$ cat config.mk
export PLATFORM = sky130hd
export DESIGN_NAME = dual_rail_sequencer
export DESIGN_NICKNAME = d
export VERILOG_FILES = /design/src/core/seq_pkg.sv /design/src/core/dual_rail_sequencer.sv
export SDC_FILE = /design/constraint.sdc
export NUM_CORES = 1
export LEC_CHECK = 0
export ABC_CLOCK_PERIOD_IN_PS = 3000
export BUFFER_PORTS_ARGS = -buffer_cell sky130_fd_sc_hd__buf_4
export CORE_MARGIN = 2
export CORE_UTILIZATION = 29
export CTS_BUF_LIST = sky130_fd_sc_hd__clkbuf_16
export CTS_CLUSTER_SIZE = 12
export DETAILED_ROUTE_END_ITERATION = 12
export GPL_TIMING_DRIVEN = 0
export HOLD_SLACK_MARGIN = 0.12
export PLACE_DENSITY = 0.47
export SYNTH_ARGS = -nofsm -noshare
export SYNTH_HDL_FRONTEND = slang
export SYNTH_SLANG_ARGS = --single-unit
export TNS_END_PERCENT = 20
$ cat constraint.sdc
create_clock -name clk -period 3 [get_ports clk]
set_input_delay 0.45 -clock clk [delete_from_list [all_inputs] [get_ports clk]]
set_output_delay 0.45 -clock clk [all_outputs]
set_load 0.005 [all_outputs]
$ cat src/core/seq_pkg.sv
// Purpose: Shared constants and types for the dual rail sequencer.
// Assumes: 250 MHz clock, slow time base of one tick per millisecond.
// Notes: Times are given in ms, tick counts are derived from them.
`default_nettype none

package seq_pkg;

    // ****************************************
    // Timing
    // ****************************************
    localparam int CLK_PERIOD_NS = 4;          // Clock period
    localparam int TICK_NS = 1_000_000;        // Time base period, 1 ms
    localparam int TICK_CYCLES_DEF = TICK_NS / CLK_PERIOD_NS;
    localparam int TICK_W = 18;                // Prescaler width
    localparam int PG_ON_MS = 20;              // Power-good turn-on delay
    localparam int LOWBATT_MS = 120;           // Low battery filter
    localparam int TOL_MS = 90;                // Rail tolerance deglitch
    localparam int OVL_MS = 90;                // Boost overload filter
    localparam int SHORT_MS = 31;              // Short lasts over 30 ms
    localparam int DISCH_MS = 10;              // Discharge phase length
    localparam int COOL_MS = 1300;             // Cool-off period
    localparam int TMR_W = 11;                 // State timer width
    localparam int FLT_W = 8;                  // Filter counter width
    localparam logic [TMR_W-1:0] PG_ON_TICKS =
        TMR_W'(PG_ON_MS * 1_000_000 / TICK_NS);
    localparam logic [TMR_W-1:0] DISCH_TICKS =
        TMR_W'(DISCH_MS * 1_000_000 / TICK_NS);
    localparam logic [TMR_W-1:0] COOL_TICKS =
        TMR_W'(COOL_MS * 1_000_000 / TICK_NS);
    // Filter limits, one per fault filter
    localparam int NFLT = 4;
    localparam int F_LOWBATT = 0;
    localparam int F_TOL = 1;
    localparam int F_OVL = 2;
    localparam int F_SHORT = 3;
    localparam logic [FLT_W-1:0] FLT_LIM [NFLT] = '{
        FLT_W'(LOWBATT_MS * 1_000_000 / TICK_NS),
        FLT_W'(TOL_MS * 1_000_000 / TICK_NS),
        FLT_W'(OVL_MS * 1_000_000 / TICK_NS),
        FLT_W'(SHORT_MS * 1_000_000 / TICK_NS)};
    localparam logic [3:0] MAX_CYCLES = 4'hF;  // Power cycles before latch-off

    // ****************************************
    // Register map
    // ****************************************
    localparam logic [3:0] REG_CTRL = 4'h0;
    localparam logic [3:0] REG_STATUS = 4'h4;
    localparam logic [3:0] REG_CYCLES = 4'h8;
    localparam logic [3:0] REG_FAULT = 4'hC;
    localparam int CTRL_RUN_BIT = 0;
    localparam logic CTRL_RUN_RST = 1'b1;
    localparam int ST_STATE_LSB = 0;           // Four bits of state
    localparam int ST_PG_BIT = 4;
    localparam int ST_LATCH_BIT = 5;
    localparam int ST_PSM_BIT = 6;

    // ****************************************
    // Types
    // ****************************************
    typedef enum logic [3:0] {
        S_OFF, S_LINEAR, S_FIXED, S_PSKIP, S_BUCK, S_PGWAIT, S_RUN,
        S_DISCH, S_COOL, S_LATCHED
    } seq_state_t;

    // Analog comparator results
    typedef struct packed {
        logic battery_ok;       // battery_input above 0.85V
        logic boost_at_vin;     // boost_output_rail reached battery
        logic boost_above_1v6;  // boost_output_rail above 1.6V
        logic boost_near_reg;   // boost rail at 92.5% of nominal
        logic boost_fb_good;    // boost_feedback_sense over 92.5% ref
        logic buck_fb_good;     // buck_feedback_sense over 92.5% ref
        logic buck_at_target;   // buck_output_rail at programmed value
        logic load_hi;          // boost load reached 90 mA
        logic load_lo;          // boost load fell to 30 mA
        logic boost_short;      // boost rail shorted to ground
        logic boost_overload;   // boost overload condition
        logic boost_ls_ilim;    // low-side switch over current limit
        logic boost_clk;        // boost switching clock pulse
        logic buck_ilim;        // buck inductor at current limit
        logic buck_below_reg;   // buck output below regulated value
    } sense_t;

    // Power stage commands
    typedef struct packed {
        logic boost_en;         // Boost stage enabled
        logic hs_linear;        // High side as current-limited switch
        logic fixed_duty;       // Fixed duty-cycle clock drives boost
        logic pulse_skip_mode;  // Boost in pulse-skip mode
        logic boost_ls_on;      // Boost low-side switch
        logic boost_hs_on;      // Boost high-side switch
        logic hs_latched_off;   // High side latched off by short
        logic buck_en;          // Buck stage enabled
        logic buck_hs_on;       // Buck high-side switch
        logic boost_discharge;  // Boost rail discharge path
        logic buck_discharge;   // Buck rail discharge path
    } drive_t;

endpackage : seq_pkg

`default_nettype wire

$ cat src/core/dual_rail_sequencer.sv
// Purpose: Start-up sequencer and fault supervisor for a boost/buck pair.
// Assumes: Comparator inputs synchronous to clk; one bus master.
// Notes: Fault filters and delays count a millisecond time base.
//
// Design decisions made here: the register addresses and the Avalon-MM interface to the registers.
`default_nettype none

module dual_rail_sequencer
    import seq_pkg::*;
#(
    parameter int TICK_CYCLES = TICK_CYCLES_DEF
) (
    // Clock and reset
    input wire logic clk,
    input wire logic rst,
    // Enable pin and input power presence
    input wire logic enable_pin,
    input wire logic power_present,
    // Comparator results
    input wire sense_t sense,
    // Power stage commands
    output var drive_t drive,
    output logic rails_good_flag,
    // Avalon-MM slave
    input wire logic [3:0] avs_address,
    input wire logic avs_read,
    input wire logic avs_write,
    input wire logic [31:0] avs_writedata,
    output logic [31:0] avs_readdata,
    output logic avs_waitrequest
);

    // ****************************************
    // Declarations
    // ****************************************
    seq_state_t state_q;                // Sequencer state
    logic [TICK_W-1:0] presc_q;         // Time base prescaler
    logic tick_q;                       // One pulse per millisecond
    logic [TMR_W-1:0] tmr_q;            // State timer in ticks
    logic [3:0] cycles_q;               // Fault power cycles
    logic [FLT_W-1:0] flt_cnt_q [NFLT]; // Fault filter counters
    logic [NFLT-1:0] flt_trip;          // Filter tripped
    logic [NFLT-1:0] flt_cond;          // Filter input condition
    logic run_q;                        // Software run enable
    logic [NFLT-1:0] fault_q;           // Sticky fault causes
    logic go;                           // Effective enable
    logic active;                       // A rail is being powered
    logic cycle_fault;                  // Fault that power-cycles
    logic bus_take;                     // Access accepted this edge
    drive_t drive_d;                    // Next stage commands

    // Decode of register reads, used by the read path
    function automatic logic [31:0] reg_read(input logic [3:0] a,
            input seq_state_t s, input logic pg, input logic psm,
            input logic [3:0] cyc, input logic [NFLT-1:0] f,
            input logic run);
        logic [31:0] v;
        // Unmapped offsets read as zero
        v = 32'h0000_0000;
        if (a == REG_CTRL) begin
            v[CTRL_RUN_BIT] = run;
        end else if (a == REG_STATUS) begin
            v[ST_STATE_LSB +: 4] = s;
            v[ST_PG_BIT] = pg;
            v[ST_LATCH_BIT] = (s == S_LATCHED);
            v[ST_PSM_BIT] = psm;
        end else if (a == REG_CYCLES) begin
            v[3:0] = cyc;
        end else if (a == REG_FAULT) begin
            v[NFLT-1:0] = f;
        end
        return v;
    endfunction : reg_read

    // Enable needs pin, power and software run bit
    assign go = enable_pin & power_present & run_q;
    // Stages run only while enabled, so a dropped enable never
    // leaves a stage on while its rail is being discharged
    assign active = go && ((state_q == S_LINEAR) || (state_q == S_FIXED) ||
        (state_q == S_PSKIP) || (state_q == S_BUCK) ||
        (state_q == S_PGWAIT) || (state_q == S_RUN));
    // Faults that power-cycle; a short latches instead
    assign cycle_fault = flt_trip[F_LOWBATT] | flt_trip[F_TOL] |
        flt_trip[F_OVL];

    // ****************************************
    // Time base
    // ****************************************

    // Prescaler makes one tick per millisecond
    // Tick is a one-cycle strobe, never used as a clock
    always_ff @(posedge clk) begin
        if (rst) begin
            presc_q <= '0;
            tick_q <= 1'b0;
        end else if (presc_q == TICK_W'(TICK_CYCLES - 1)) begin
            presc_q <= '0;
            tick_q <= 1'b1;
        end else begin
            presc_q <= presc_q + 1'b1;
            tick_q <= 1'b0;
        end
    end

    // ****************************************
    // Fault filters
    // ****************************************

    // Conditions, each armed only while the rails are powered
    always_comb begin
        flt_cond[F_LOWBATT] = active & ~sense.battery_ok;
        flt_cond[F_TOL] = (state_q == S_RUN) &
            ~(sense.boost_fb_good & sense.buck_fb_good);
        flt_cond[F_OVL] = active & sense.boost_overload;
        flt_cond[F_SHORT] = active & sense.boost_short;
    end

    // One counter per filter, cleared when condition goes away
    for (genvar i = 0; i < NFLT; i++) begin : g_flt
        always_ff @(posedge clk) begin
            if (rst || !flt_cond[i]) begin
                flt_cnt_q[i] <= '0;
            end else if (tick_q && flt_cnt_q[i] != FLT_LIM[i]) begin
                flt_cnt_q[i] <= flt_cnt_q[i] + 1'b1;
            end
        end
        // Tripped while the count sits at its limit
        assign flt_trip[i] = flt_cond[i] && (flt_cnt_q[i] == FLT_LIM[i]);
    end

    // ****************************************
    // Sequencer
    // ****************************************

    // Main state machine with its tick timer
    always_ff @(posedge clk) begin
        if (rst) begin
            state_q <= S_OFF;
            tmr_q <= '0;
            cycles_q <= '0;
        end else if (!go) begin
            // Enable low or power gone: clear everything
            state_q <= S_OFF;
            tmr_q <= '0;
            cycles_q <= '0;
        end else begin
            case (state_q)
                S_OFF: begin
                    // Enabled: start with the linear high side
                    state_q <= S_LINEAR;
                    tmr_q <= '0;
                end
                S_LINEAR, S_FIXED, S_PSKIP, S_BUCK, S_PGWAIT, S_RUN: begin
                    // A short outranks the retrying faults
                    if (flt_trip[F_SHORT]) begin
                        state_q <= S_LATCHED;
                    end else if (cycle_fault) begin
                        state_q <= S_DISCH;
                        tmr_q <= '0;
                    end else begin
                        case (state_q)
                            S_LINEAR: begin
                                if (sense.boost_at_vin) begin
                                    state_q <= S_FIXED;
                                end
                            end
                            S_FIXED: begin
                                if (sense.boost_above_1v6) begin
                                    state_q <= S_PSKIP;
                                end
                            end
                            S_PSKIP: begin
                                if (sense.boost_near_reg) begin
                                    state_q <= S_BUCK;
                                end
                            end
                            S_BUCK: begin
                                // Buck running, wait for target
                                if (sense.buck_at_target) begin
                                    state_q <= S_PGWAIT;
                                    tmr_q <= '0;
                                end
                            end
                            S_PGWAIT: begin
                                // Turn-on delay while all good
                                if (!(sense.buck_fb_good &&
                                        sense.boost_fb_good &&
                                        sense.battery_ok)) begin
                                    tmr_q <= '0;
                                end else if (tmr_q == PG_ON_TICKS) begin
                                    state_q <= S_RUN;
                                end else if (tick_q) begin
                                    tmr_q <= tmr_q + 1'b1;
                                end
                            end
                            default: begin
                                // Running; filters guard the rails
                                state_q <= S_RUN;
                            end
                        endcase
                    end
                end
                S_DISCH: begin
                    // Rails pulled to ground, then sleep
                    if (tmr_q == DISCH_TICKS) begin
                        state_q <= S_COOL;
                        tmr_q <= '0;
                        cycles_q <= cycles_q + 1'b1;
                    end else if (tick_q) begin
                        tmr_q <= tmr_q + 1'b1;
                    end
                end
                S_COOL: begin
                    // Cool-off, then retry or latch
                    if (tmr_q != COOL_TICKS) begin
                        if (tick_q) begin
                            tmr_q <= tmr_q + 1'b1;
                        end
                    end else if (cycles_q == MAX_CYCLES) begin
                        state_q <= S_LATCHED;
                    end else if (sense.battery_ok) begin
                        state_q <= S_LINEAR;
                        tmr_q <= '0;
                    end
                end
                default: begin
                    // Latched off until enable toggles
                    state_q <= S_LATCHED;
                end
            endcase
        end
    end

    // ****************************************
    // Stage commands
    // ****************************************

    // Combinational next value of the stage commands
    always_comb begin
        drive_d = '0;
        drive_d.boost_en = active;
        drive_d.hs_linear = (state_q == S_LINEAR) ||
            (active && sense.boost_short);
        drive_d.fixed_duty = (state_q == S_FIXED);
        // Short latch holds only while latched off
        drive_d.hs_latched_off = (state_q == S_LATCHED) &&
            drive.hs_latched_off;
        if (active && flt_trip[F_SHORT]) begin
            drive_d.hs_latched_off = 1'b1;
        end
        // Pulse-skip forced during ramp, hysteresis once running
        if (state_q == S_PSKIP || state_q == S_FIXED ||
                state_q == S_LINEAR) begin
            drive_d.pulse_skip_mode = 1'b1;
        end else if (!active) begin
            drive_d.pulse_skip_mode = 1'b1;
        end else if (drive.pulse_skip_mode) begin
            drive_d.pulse_skip_mode = ~sense.load_hi;
        end else begin
            drive_d.pulse_skip_mode = sense.load_lo;
        end
        // Low side off at limit, back on at next switching clock
        if (!active || state_q == S_LINEAR || sense.boost_ls_ilim) begin
            drive_d.boost_ls_on = 1'b0;
        end else if (sense.boost_clk) begin
            drive_d.boost_ls_on = 1'b1;
        end else begin
            drive_d.boost_ls_on = drive.boost_ls_on;
        end
        // High side takes over whenever the low side is off while the boost is active and not latched off
        drive_d.boost_hs_on = active && !drive_d.boost_ls_on &&
            !drive_d.hs_latched_off;
        // Buck runs off the boost rail, so only while it is powered
        drive_d.buck_en = active && ((state_q == S_BUCK) ||
            (state_q == S_PGWAIT) || (state_q == S_RUN));
        // Buck: off at limit, new cycle when output drops
        if (!drive_d.buck_en || sense.buck_ilim) begin
            drive_d.buck_hs_on = 1'b0;
        end else if (sense.buck_below_reg) begin
            drive_d.buck_hs_on = 1'b1;
        end else begin
            drive_d.buck_hs_on = drive.buck_hs_on;
        end
        // Discharge when disabled, off, discharging, cooling off or latched
        drive_d.boost_discharge = !go || state_q == S_OFF ||
            state_q == S_DISCH || state_q == S_COOL ||
            state_q == S_LATCHED;
        drive_d.buck_discharge = drive_d.boost_discharge;
    end

    // Registered stage commands and power-good
    always_ff @(posedge clk) begin
        if (rst) begin
            drive <= '0;
            rails_good_flag <= 1'b0;
        end else begin
            drive <= drive_d;
            // Power-good drops in the same edge a fault trips
            rails_good_flag <= go && (state_q == S_RUN) &&
                !cycle_fault && !flt_trip[F_SHORT];
        end
    end

    // ****************************************
    // Register bus
    // ****************************************

    // Access is taken in the cycle waitrequest is low
    assign bus_take = (avs_read | avs_write) & ~avs_waitrequest;

    // Waitrequest low for one cycle per access, read data with it
    always_ff @(posedge clk) begin
        if (rst) begin
            avs_waitrequest <= 1'b1;
            avs_readdata <= 32'h0000_0000;
        end else if ((avs_read || avs_write) && avs_waitrequest) begin
            avs_waitrequest <= 1'b0;
            avs_readdata <= avs_read ? reg_read(avs_address, state_q,
                rails_good_flag, drive.pulse_skip_mode, cycles_q,
                fault_q, run_q) : 32'h0000_0000;
        end else begin
            // Answer given or idle: back to waiting
            avs_waitrequest <= 1'b1;
        end
    end

    // Control register write
    // Clearing run acts like the enable pin going low
    always_ff @(posedge clk) begin
        if (rst) begin
            run_q <= CTRL_RUN_RST;
        end else if (bus_take && avs_write && avs_address == REG_CTRL) begin
            run_q <= avs_writedata[CTRL_RUN_BIT];
        end
    end

    // Sticky fault causes, write one to clear, new event wins
    always_ff @(posedge clk) begin
        if (rst) begin
            fault_q <= '0;
        end else begin
            fault_q <= (fault_q & ~((bus_take && avs_write &&
                avs_address == REG_FAULT) ? avs_writedata[NFLT-1:0] :
                {NFLT{1'b0}})) | (flt_trip & {NFLT{active}});
        end
    end

endmodule : dual_rail_sequencer

`default_nettype wire

==> results of run 1 <==
-- sequential cells by signal, indices dropped and copies added, names as in the netlist --
| register | cells |
|---|---|
| tmr_q | 11 |
| flt_cnt_q | 32 |
| avs_readdata | 7 |
| rails_good_flag | 1 |
| fault_q | 4 |
| state_q | 4 |
| run_q | 1 |
| avs_waitrequest | 1 |
| cycles_q | 4 |
| tick_q | 1 |
| drive | 10 |
| presc_q | 18 |
-- through the flow --
step / TNS (ns) / area (sq um) / util / worst slack (ns)
5_1_grt: 0 / 5990 / 0.351 / 0.176
2_1_floorplan: 0 / 5090 / - / 0.930
6_report: 0 / 5990 / 0.351 / 0.393
3_5_place_dp: -0.683 / 5720 / 0.335 / -0.0494
3_3_place_gp: 0 / 5720 / 0.335 / 0.0489
4_1_cts: 0 / 5990 / 0.351 / 0.343
-- where the power goes --
group | internal, mW | switching [mW]
sequential | 1.32 | 0.00957
combinational | 0.0777 | 0.0802
clock | 0.555 | 0.493
-- layout make-up --
| type | count | area share |
|---|---|---|
| timing repair buffer | 46 | 0.0577 |
| inverter | 18 | 0.0113 |
| sequential | 94 | 0.368 |
| clock inverter | 7 | 0.00711 |
| multi-input combinational | 421 | 0.424 |
| buffer | 44 | 0.0476 |
| clock buffer | 9 | 0.0376 |
| tap | 225 | 0.0470 |
-- worst max-delay path, delay by kind of cell --
kind / cells / cell delay (ns)
buffers and inverters: 3 / 1.11
AND/OR/NAND/NOR: 3 / 1.04
-- layout by cell type (no fill, tap or decap), drive strengths merged, types with 4 or more instances in the layout --
cell,netlist,routed
nand3,33,33
clkbuf,10,19
and2,4,4
nor4,5,5
a21boi,4,4
and3,10,10
buf,34,80
a22oi,4,4
nand2,51,51
nor2,86,86
a21oi,16,16
nand4,11,11
conb,1,25
a211oi,4,4
a32o,7,7
or3,11,11
nor3,11,11
edfxtp,32,32
xnor2,20,20
dfxtp,62,62
nand2b,5,5
nand4b,4,4
ha,12,12
mux2i,7,7
clkinv,1,4
o22ai,5,5
nor2b,6,6
inv,17,18
xor2,22,22
o21ai,16,16
-- worst max path at each step --
| stage | startpoint | to | cells past startpoint |
|---|---|---|---|
| floorplan | flt_cnt_q[2][0]$_SDFFCE_PN0P_ | flt_cnt_q[2][0]$_SDFFCE_PN0P_ | 5 |
| global placement | rst | flt_cnt_q[0][2]$_SDFFCE_PN0P_ | 6 |
| detailed placement | rst | flt_cnt_q[3][2]$_SDFFCE_PN0P_ | 6 |
| CTS | rst | flt_cnt_q[3][4]$_SDFFCE_PN0P_ | 6 |
| global route | rst | flt_cnt_q[3][2]$_SDFFCE_PN0P_ | 7 |
| finish | rst | flt_cnt_q[3][5]$_SDFFCE_PN0P_ | 6 |
-- routing by layer --
layer	GRT usage	share of wire	routed length, um	vias to the layer above
li1	-	-	-	2070
met2	0.230	0.48	5910	70
met5	0	0	0	-
met1	0.168	0.46	5700	1944
met4	0.0451	0.0086	106	0
met3	0.0385	0.047	582	7
-- cell families (layout without fill, tap and decap cells) --
family / after synthesis / count (layout) / synth area share
compound gates: 78 / 78 / 0.112
xor+xnor: 42 / 42 / 0.0735
fa+ha+maj: 12 / 12 / 0.0300
buf+inv: 62 / 124 / 0.0705
flops: 94 / 94 / 0.440
mux: 8 / 8 / 0.0163
other cells: 1 / 25 / 0.000750
simple gates: 256 / 256 / 0.257
==> flow_summary.ini, run 1 <==
[global_routing]
antenna_found_initial = 0
grt_max_degree = 16
grt.overflow.total = 0
grt_first_pass_wirelength_um = 19800
grtUsageTotal = 0.136
grt_pass1_vias = 3882

[detailed_routing]
vias = 4091
drtIter0Drc = 240
ant_nets = 0
wirelength_um = 12300
wire_per_inst_um = 14.2
drt_pass1_iterations = 4
drc = 0
vias_per_cell = 4.73

[synthesis]
ys_seq_area_frac = 0.440
yosysUniqueCellTypes = 63
netlist_area_sq_um = 5000
synth_commonest_cells = nor2_1 (86), dfxtp_1 (62), nand2_1 (50), nand3_1 (33), edfxtp_1 (32)
ys_seq_elements = 94
synth_edf_count = 32
yosys-top-cells-area = dfxtp_1 (25%), edfxtp_1 (19%), nor2_1 (6.5%)
avgSynthCellArea_sq_um = 9.05
synth.top_cell.area_share = 0.248
ys.flop_type = dfxtp_1
ys_async_sr_fraction = 0
ys_warn_count = 0
synth.most_common_cell = nor2_1
syn_inst = 553
yosys.area.top_type = dfxtp_1

[clock_tree]
postCtsResizedCells = 0
postCtsSetupBuffers = 0
cts.sinks = 94
clk_latency_ns = 0.34
cts_tree = built
htree_levels = 3
holdBufCountCts = 0
cts_buffers = 9
root_buffer = clkbuf_16
clockBufferDepth = 2
clkTransAtPathRegs_ns = 0.06

[floorplanning]
die_h_um = 135
die_area_sq_um = 18300
io_pins = 102
core_area_sq_um = 17100
initial_utilization = 0.293
row_count = 48
die-width_um = 135

[timing]
max_freq_mhz = 384
drv_slew = 0
worst_clock_skew_ns = 0.00924
rsz0062_at_grt = false
hold_viol_final = 0
worst_pin_slew_ns = 0.702
hold_slack_ns = 0.269
setup_viol = 0
slew_headroom = 0.528
post-route-min-period_ns = 2.61
period_share = 0.869

[hold_path]
worstHoldPathType = primary input to flip-flop
hold_end = drive[2]$_SDFFE_PP0P_
hp-start = sense[1]
min_path_cells = 2

[setup_path]
rrSetupSlack_ns = 0.42
r2r_end = tmr_q[3]$_SDFFE_PP0P_
end_kind = flip-flop
max_stage_delay_ns = 0.47
path_max_fanout = 10
startpoint_type = primary input
slowest_stage = clkbuf_1
r2r.worst_path.cells = 7
r2r-start = run_q$_SDFFE_PP1P_
worstPathCellList = clkbuf_1 > inv_1 > nand2b_1 > or3_1 > clkinv_1 > nand3_1
arrival_ns = 2.61
cp.required_ns = 3.00
crit_type = primary input to flip-flop

[power]
p_per_area_nw_per_um2 = 423
vdd_drop_max_v = 0.000257
fin_total_pwr_mw = 2.53
p_leak_nw = 2.23

[cells_and_area]
areaGrowthSynthToFinish_pct = 19.7
area.sequential_sq_um = 2200
fin_cells = 864
num_antenna_cells = 0
multi_input_area_sq_um = 2540
fill_cells = 1787
drive_gt1_frac = 0.160
final_net_count = 703

[placement]
dp.cells = 848
numPortBuffers = 46
dp_hpwl_um = 9430
gp_congestion = 0.810

[flow_run]
maxCapViolCount = 0

[outcome]
run_status = completed
Power figures use the tool's default switching activity.
==> run 2, diff against run 1 <==
--- a/config.mk
+++ b/config.mk
@@ -5,6 +5,7 @@
 export SDC_FILE = /design/constraint.sdc
 export NUM_CORES = 1
 export LEC_CHECK = 0
+export ABC_AREA = 1
 export ABC_CLOCK_PERIOD_IN_PS = 3000
 export BUFFER_PORTS_ARGS = -buffer_cell sky130_fd_sc_hd__buf_4
 export CORE_MARGIN = 2
@@ -14,7 +15,7 @@
 export DETAILED_ROUTE_END_ITERATION = 12
 export GPL_TIMING_DRIVEN = 0
 export HOLD_SLACK_MARGIN = 0.12
-export PLACE_DENSITY = 0.47
+export PLACE_DENSITY = 0.46
 export SYNTH_ARGS = -nofsm -noshare
 export SYNTH_HDL_FRONTEND = slang
 export SYNTH_SLANG_ARGS = --single-unit
==> flow_summary.ini, run 2 <==
[outcome]
run_status = completed

[synthesis]
netlist_area_sq_um = 5540
syn_inst = 761
yosysUniqueCellTypes = 42
synth_commonest_cells = nand2_1 (161), nor2_1 (132), inv_1 (101), dfxtp_1 (62), nand3_1 (47)
yosys.area.top_type = dfxtp_1
ys_warn_count = 0
ys_seq_area_frac = 0.397
avgSynthCellArea_sq_um = 7.28
synth_edf_count = 32
yosys-top-cells-area = dfxtp_1 (22%), edfxtp_1 (17%), nand2_1 (11%)
ys_seq_elements = 94
synth.most_common_cell = nand2_1
ys.flop_type = dfxtp_1
synth.top_cell.area_share = 0.224
ys_async_sr_fraction = 0

[detailed_routing]
drc = 0
ant_nets = 0
wire_per_inst_um = 12.4
wirelength_um = 13400
vias_per_cell = 4.33
drt_pass1_iterations = 7
vias = 4682
drtIter0Drc = 199

[timing]
hold_viol_final = 0
totalNegativeSetupSlack_ns = 0
post-route-min-period_ns = 2.25
worst_pin_slew_ns = 1.16
rsz0062_at_grt = false
drv_slew = 0
period_share = 0.749
max_freq_mhz = 445
hold_slack_ns = 0.250
setup_viol = 0
worst_clock_skew_ns = 0.00822
slew_headroom = 0.216

[placement]
dp.cells = 1066
dp_hpwl_um = 10300
gp_congestion = 0.817
numPortBuffers = 47

[floorplanning]
io_pins = 102
core_area_sq_um = 18700
die-width_um = 142
initial_utilization = 0.296
die_area_sq_um = 20200
row_count = 50
die_h_um = 142

[hold_path]
hp-start = sense[1]
worstHoldPathType = primary input to flip-flop

[clock_tree]
holdBufCountCts = 0
root_buffer = clkbuf_16
postCtsSetupBuffers = 0
clk_latency_ns = 0.35
cts_tree = built
cts_buffers = 9
htree_levels = 3
cts.sinks = 94
postCtsResizedCells = 0
clockBufferDepth = 2
clkTransAtPathRegs_ns = 0.07

[setup_path]
r2r-start = flt_cnt_q[1][0]$_SDFFCE_PN0P_
startpoint_type = flip-flop
crit_type = flip-flop to flip-flop
arrival_ns = 2.21
path_max_fanout = 8
r2r_end = flt_cnt_q[1][1]$_SDFFCE_PN0P_
rrSetupSlack_ns = 0.75
cp.required_ns = 2.97
cp-endpoint = flt_cnt_q[1][1]$_SDFFCE_PN0P_
r2r.worst_path.cells = 7
end_kind = flip-flop
startpoint = flt_cnt_q[1][0]$_SDFFCE_PN0P_

[cells_and_area]
areaGrowthSynthToFinish_pct = 18.2
multi_input_area_sq_um = 2770
final_net_count = 912
num_antenna_cells = 0
final_cell_mix = nand2_1 (161), nor2_1 (132), inv_1 (102)
area.sequential_sq_um = 2200
final_common_cell = nand2_1
top_register = flt_cnt_q
drive_gt1_frac = 0.154
fin_cells = 1082
largest_reg_flops = 32
fill_cells = 1996
largest_registers = flt_cnt_q (32), presc_q (18), tmr_q (11)
fin_util = 0.350

[power]
p_leak_nw = 2.82
vdd_drop_max_v = 0.000228
p_per_area_nw_per_um2 = 402

[global_routing]
grt.overflow.total = 0
grt_first_pass_wirelength_um = 21600
grtUsageTotal = 0.135
grt_max_degree = 18
antenna_found_initial = 0
grt_pass1_vias = 4276

[flow_run]
maxCapViolCount = 0
run 2: cell count changes after synthesis, sizes merged, moves of 9 or more:
cell	previous run	this run
xnor2	20	7
a21oi	16	40
inv	17	110
nor3	11	21
nand2	51	170
nor2	86	142
nand3	33	51
or3	11	0
and3	10	1
run 2: how the worst min path moves through the flow:
stage	to	cells past startpoint
after floorplan	presc_q[0]$_SDFF_PP0_	1
after global placement	presc_q[0]$_SDFF_PP0_	1
after detailed placement	presc_q[0]$_SDFF_PP0_	1
after CTS	drive[2]$_SDFFE_PP0P_	2
after global routing	drive[2]$_SDFFE_PP0P_	2
final	drive[2]$_SDFFE_PP0P_	2
run 2: kinds of logic after synthesis:
family | synth area share
compound gates | 0.0707
xor+xnor | 0.0348
fa+ha+maj | 0.0271
buf+inv | 0.118
flops | 0.397
other cells | 0.000677
simple gates | 0.351
run 2: critical path, stage by stage, from the launching register on:
cell	delay (ns)
edfxtp_1	0.40
inv_1	0.06
ha_1	0.19
nand2_1	0.06
nor2_1	0.04
nand2_1	0.16
inv_1	0.05
o21ai_0	0.89
run 2: cell type report:
cell class | count | area share
flip-flops and latches | 94 | 0.336
well taps | 234 | 0.0447
clock inverters | 7 | 0.00764
repair buffers | 47 | 0.0539
clock buffers | 9 | 0.0344
plain buffers | 34 | 0.0369
inverters | 110 | 0.0630
multi-input cells | 547 | 0.423
run 2: routing by layer:
layer / global-route usage / wire length, um / vias to the layer above / part of all wire
met5: 0 / 0 / - / 0
met3: 0.0262 / 527 / 11 / 0.039
met1: 0.185 / 6800 / 2046 / 0.51
met2: 0.212 / 5840 / 82 / 0.44
li1: - / - / 2543 / -
met4: 0.0505 / 217 / 0 / 0.016
run 2: where the power goes:
group	switching (mW)	internal, mW	total (mW)
Sequential	0.0123	1.32	1.33
Combinational	0.118	0.0881	0.207
Clock	0.525	0.569	1.09
run 2: through the flow:
stage	instance area [sq um]	power, mW	worst slack (ns)
finish	6550	2.63	0.752
CTS	6550	2.67	0.680
floorplan	5630	1.49	1.14
global route	6550	2.74	0.478
detailed placement	6280	1.57	0.693
global placement	6280	1.57	0.683
==> run 3, diff against run 2 <==
--- a/config.mk
+++ b/config.mk
@@ -6,7 +6,7 @@
 export NUM_CORES = 1
 export LEC_CHECK = 0
 export ABC_AREA = 1
-export ABC_CLOCK_PERIOD_IN_PS = 3000
+export ABC_CLOCK_PERIOD_IN_PS = 2350
 export BUFFER_PORTS_ARGS = -buffer_cell sky130_fd_sc_hd__buf_4
 export CORE_MARGIN = 2
 export CORE_UTILIZATION = 29
==> constraint.sdc (replaced) <==
create_clock -name clk -period 2.35 [get_ports clk]
set_input_delay 0.3525 -clock clk [delete_from_list [all_inputs] [get_ports clk]]
set_output_delay 0.3525 -clock clk [all_outputs]
set_load 0.005 [all_outputs]
==> flow_summary.ini, run 3 (same netlist as run 2, synthesis figures left out) <==
[cells_and_area]
largest_registers = flt_cnt_q (32), presc_q (18), tmr_q (11)
design_area_sq_um = 6550
final_net_count = 912
drive_gt1_frac = 0.154
largest_reg_flops = 32
final_cell_mix = nand2_1 (161), nor2_1 (132), inv_1 (102)
areaGrowthSynthToFinish_pct = 18.2
fin_util = 0.350
fin_cells = 1082
fill_cells = 1996
top_register = flt_cnt_q
final_common_cell = nand2_1
num_antenna_cells = 0

[setup_path]
path_max_fanout = 9
crit_family = simple AND/OR/NAND/NOR gates
crit_top_cell = nand3_1
rrSetupSlack_ns = 0.26
worstPathCellList = nand3_1 > nor2_1 > inv_1 > nor2_4 > nand3_1
r2r_end = flt_cnt_q[3][6]$_SDFFCE_PN0P_
crit_type = flip-flop to flip-flop
arrival_ns = 2.06
path_buf_inv = 1
cp.required_ns = 2.32
max_stage_delay_ns = 0.42
end_kind = flip-flop
startpoint_type = flip-flop
r2r.worst_path.cells = 5
slowest_stage = nand3_1
r2r-start = run_q$_SDFFE_PP1P_

[floorplanning]
die-width_um = 142
die_area_sq_um = 20200
initial_utilization = 0.296
io_pins = 102
die_h_um = 142
core_area_sq_um = 18700
row_count = 50

[timing]
hold_viol_final = 0
worst_clock_skew_ns = 0.00822
post-route-min-period_ns = 2.09
slew_headroom = 0.441
drv_slew = 0
worst_pin_slew_ns = 0.834
setup_viol = 0
max_freq_mhz = 479
rsz0062_at_grt = false
totalNegativeSetupSlack_ns = 0
period_share = 0.888

[placement]
placed_cell_area_sq_um = 6280
dp.cells = 1066
gp_congestion = 0.817
numPortBuffers = 47
dp_hpwl_um = 10300

[detailed_routing]
drtIter0Drc = 199
drt_pass1_iterations = 5
wire_per_inst_um = 12.4
drc = 0
vias_per_cell = 4.33
vias = 4688
ant_nets = 0
wirelength_um = 13400

[clock_tree]
holdBufCountCts = 0
postCtsSetupBuffers = 0
cts.sinks = 94
clk_latency_ns = 0.35
cts_tree = built
root_buffer = clkbuf_16
htree_levels = 3
clkTransAtPathRegs_ns = 0.07
clockBufferDepth = 2
cts_buffers = 9
postCtsResizedCells = 0

[global_routing]
antenna_found_initial = 0
grt_util_met1 = 0.185
met3_usage = 0.0262
met2_usage = 0.212
grt_max_degree = 18
grtUsageTotal = 0.135
grt_pass1_vias = 4276
grt.overflow.total = 0
grt_first_pass_wirelength_um = 21600
busiest_layer = met2

[flow_run]
maxCapViolCount = 0

[hold_path]
hp-start = sense[1]
hold_end = drive[2]$_SDFFE_PP0P_
min_path_cells = 2
worstHoldPathType = primary input to flip-flop

[power]
vdd_drop_max_v = 0.000291
p_leak_nw = 2.82
p_per_area_nw_per_um2 = 513

[outcome]
run_status = completed
==> run 3: cell counts in the layout (fill, tap and decap cells not counted) <==
Identical to the previous run, type by type.
==> run 3: through the flow <==
stage               hold slack (ns)  power (mW)  setup slack (ns)
finish                        0.153        3.36             0.264
global route                  0.152        3.50            0.0356
CTS                           0.142        3.41            0.0301
detailed placement            0.443        2.00            0.0434
global placement              0.434        2.00            0.0333
floorplan                     0.418        1.91             0.488
==> run 3: worst max path at each step <==
stage / start / endpoint / slack, ns / cells past startpoint
global route: run_q$_SDFFE_PP1P_ / flt_cnt_q[3][4]$_SDFFCE_PN0P_ / 0.04 / 8
finish: run_q$_SDFFE_PP1P_ / flt_cnt_q[3][6]$_SDFFCE_PN0P_ / 0.26 / 5
CTS: flt_cnt_q[1][0]$_SDFFCE_PN0P_ / flt_cnt_q[1][2]$_SDFFCE_PN0P_ / 0.03 / 7
detailed placement: flt_cnt_q[1][0]$_SDFFCE_PN0P_ / flt_cnt_q[1][3]$_SDFFCE_PN0P_ / 0.04 / 7
global placement: flt_cnt_q[1][0]$_SDFFCE_PN0P_ / flt_cnt_q[1][3]$_SDFFCE_PN0P_ / 0.03 / 7
floorplan: flt_cnt_q[1][0]$_SDFFCE_PN0P_ / flt_cnt_q[1][0]$_SDFFCE_PN0P_ / 0.49 / 7
==> run 3: final cells by class <==
type | count | area (sq um) | share of cell area
Multi-Input combinational cell | 547 | 2770 | 0.423
Sequential cell | 94 | 2200 | 0.336
Inverter | 110 | 413 | 0.0630
Timing Repair Buffer | 47 | 353 | 0.0539
Tap cell | 234 | 293 | 0.0447
Buffer | 34 | 241 | 0.0369
Clock buffer | 9 | 225 | 0.0344
Clock inverter | 7 | 50.0 | 0.00764
==> run 3: worst register-to-register path, delay by kind of cell (launching register included) <==
family                 cells  cell delay, ns
AND/OR/NAND/NOR            4            1.14
flip-flops                 1            0.39
buffers and inverters      1            0.18
==> run 3: power by group <==
group	switching, mW	internal, mW
registers	0.0157	1.69
clock network	0.671	0.726
logic	0.151	0.112
==> run 3: metal layers <==
| layer | wire length [um] | vias up |
|---|---|---|
| met4 | 217 | 0 |
| met2 | 5840 | 86 |
| met3 | 536 | 11 |
| met1 | 6790 | 2047 |
| met5 | 0 | - |
| li1 | - | 2544 |
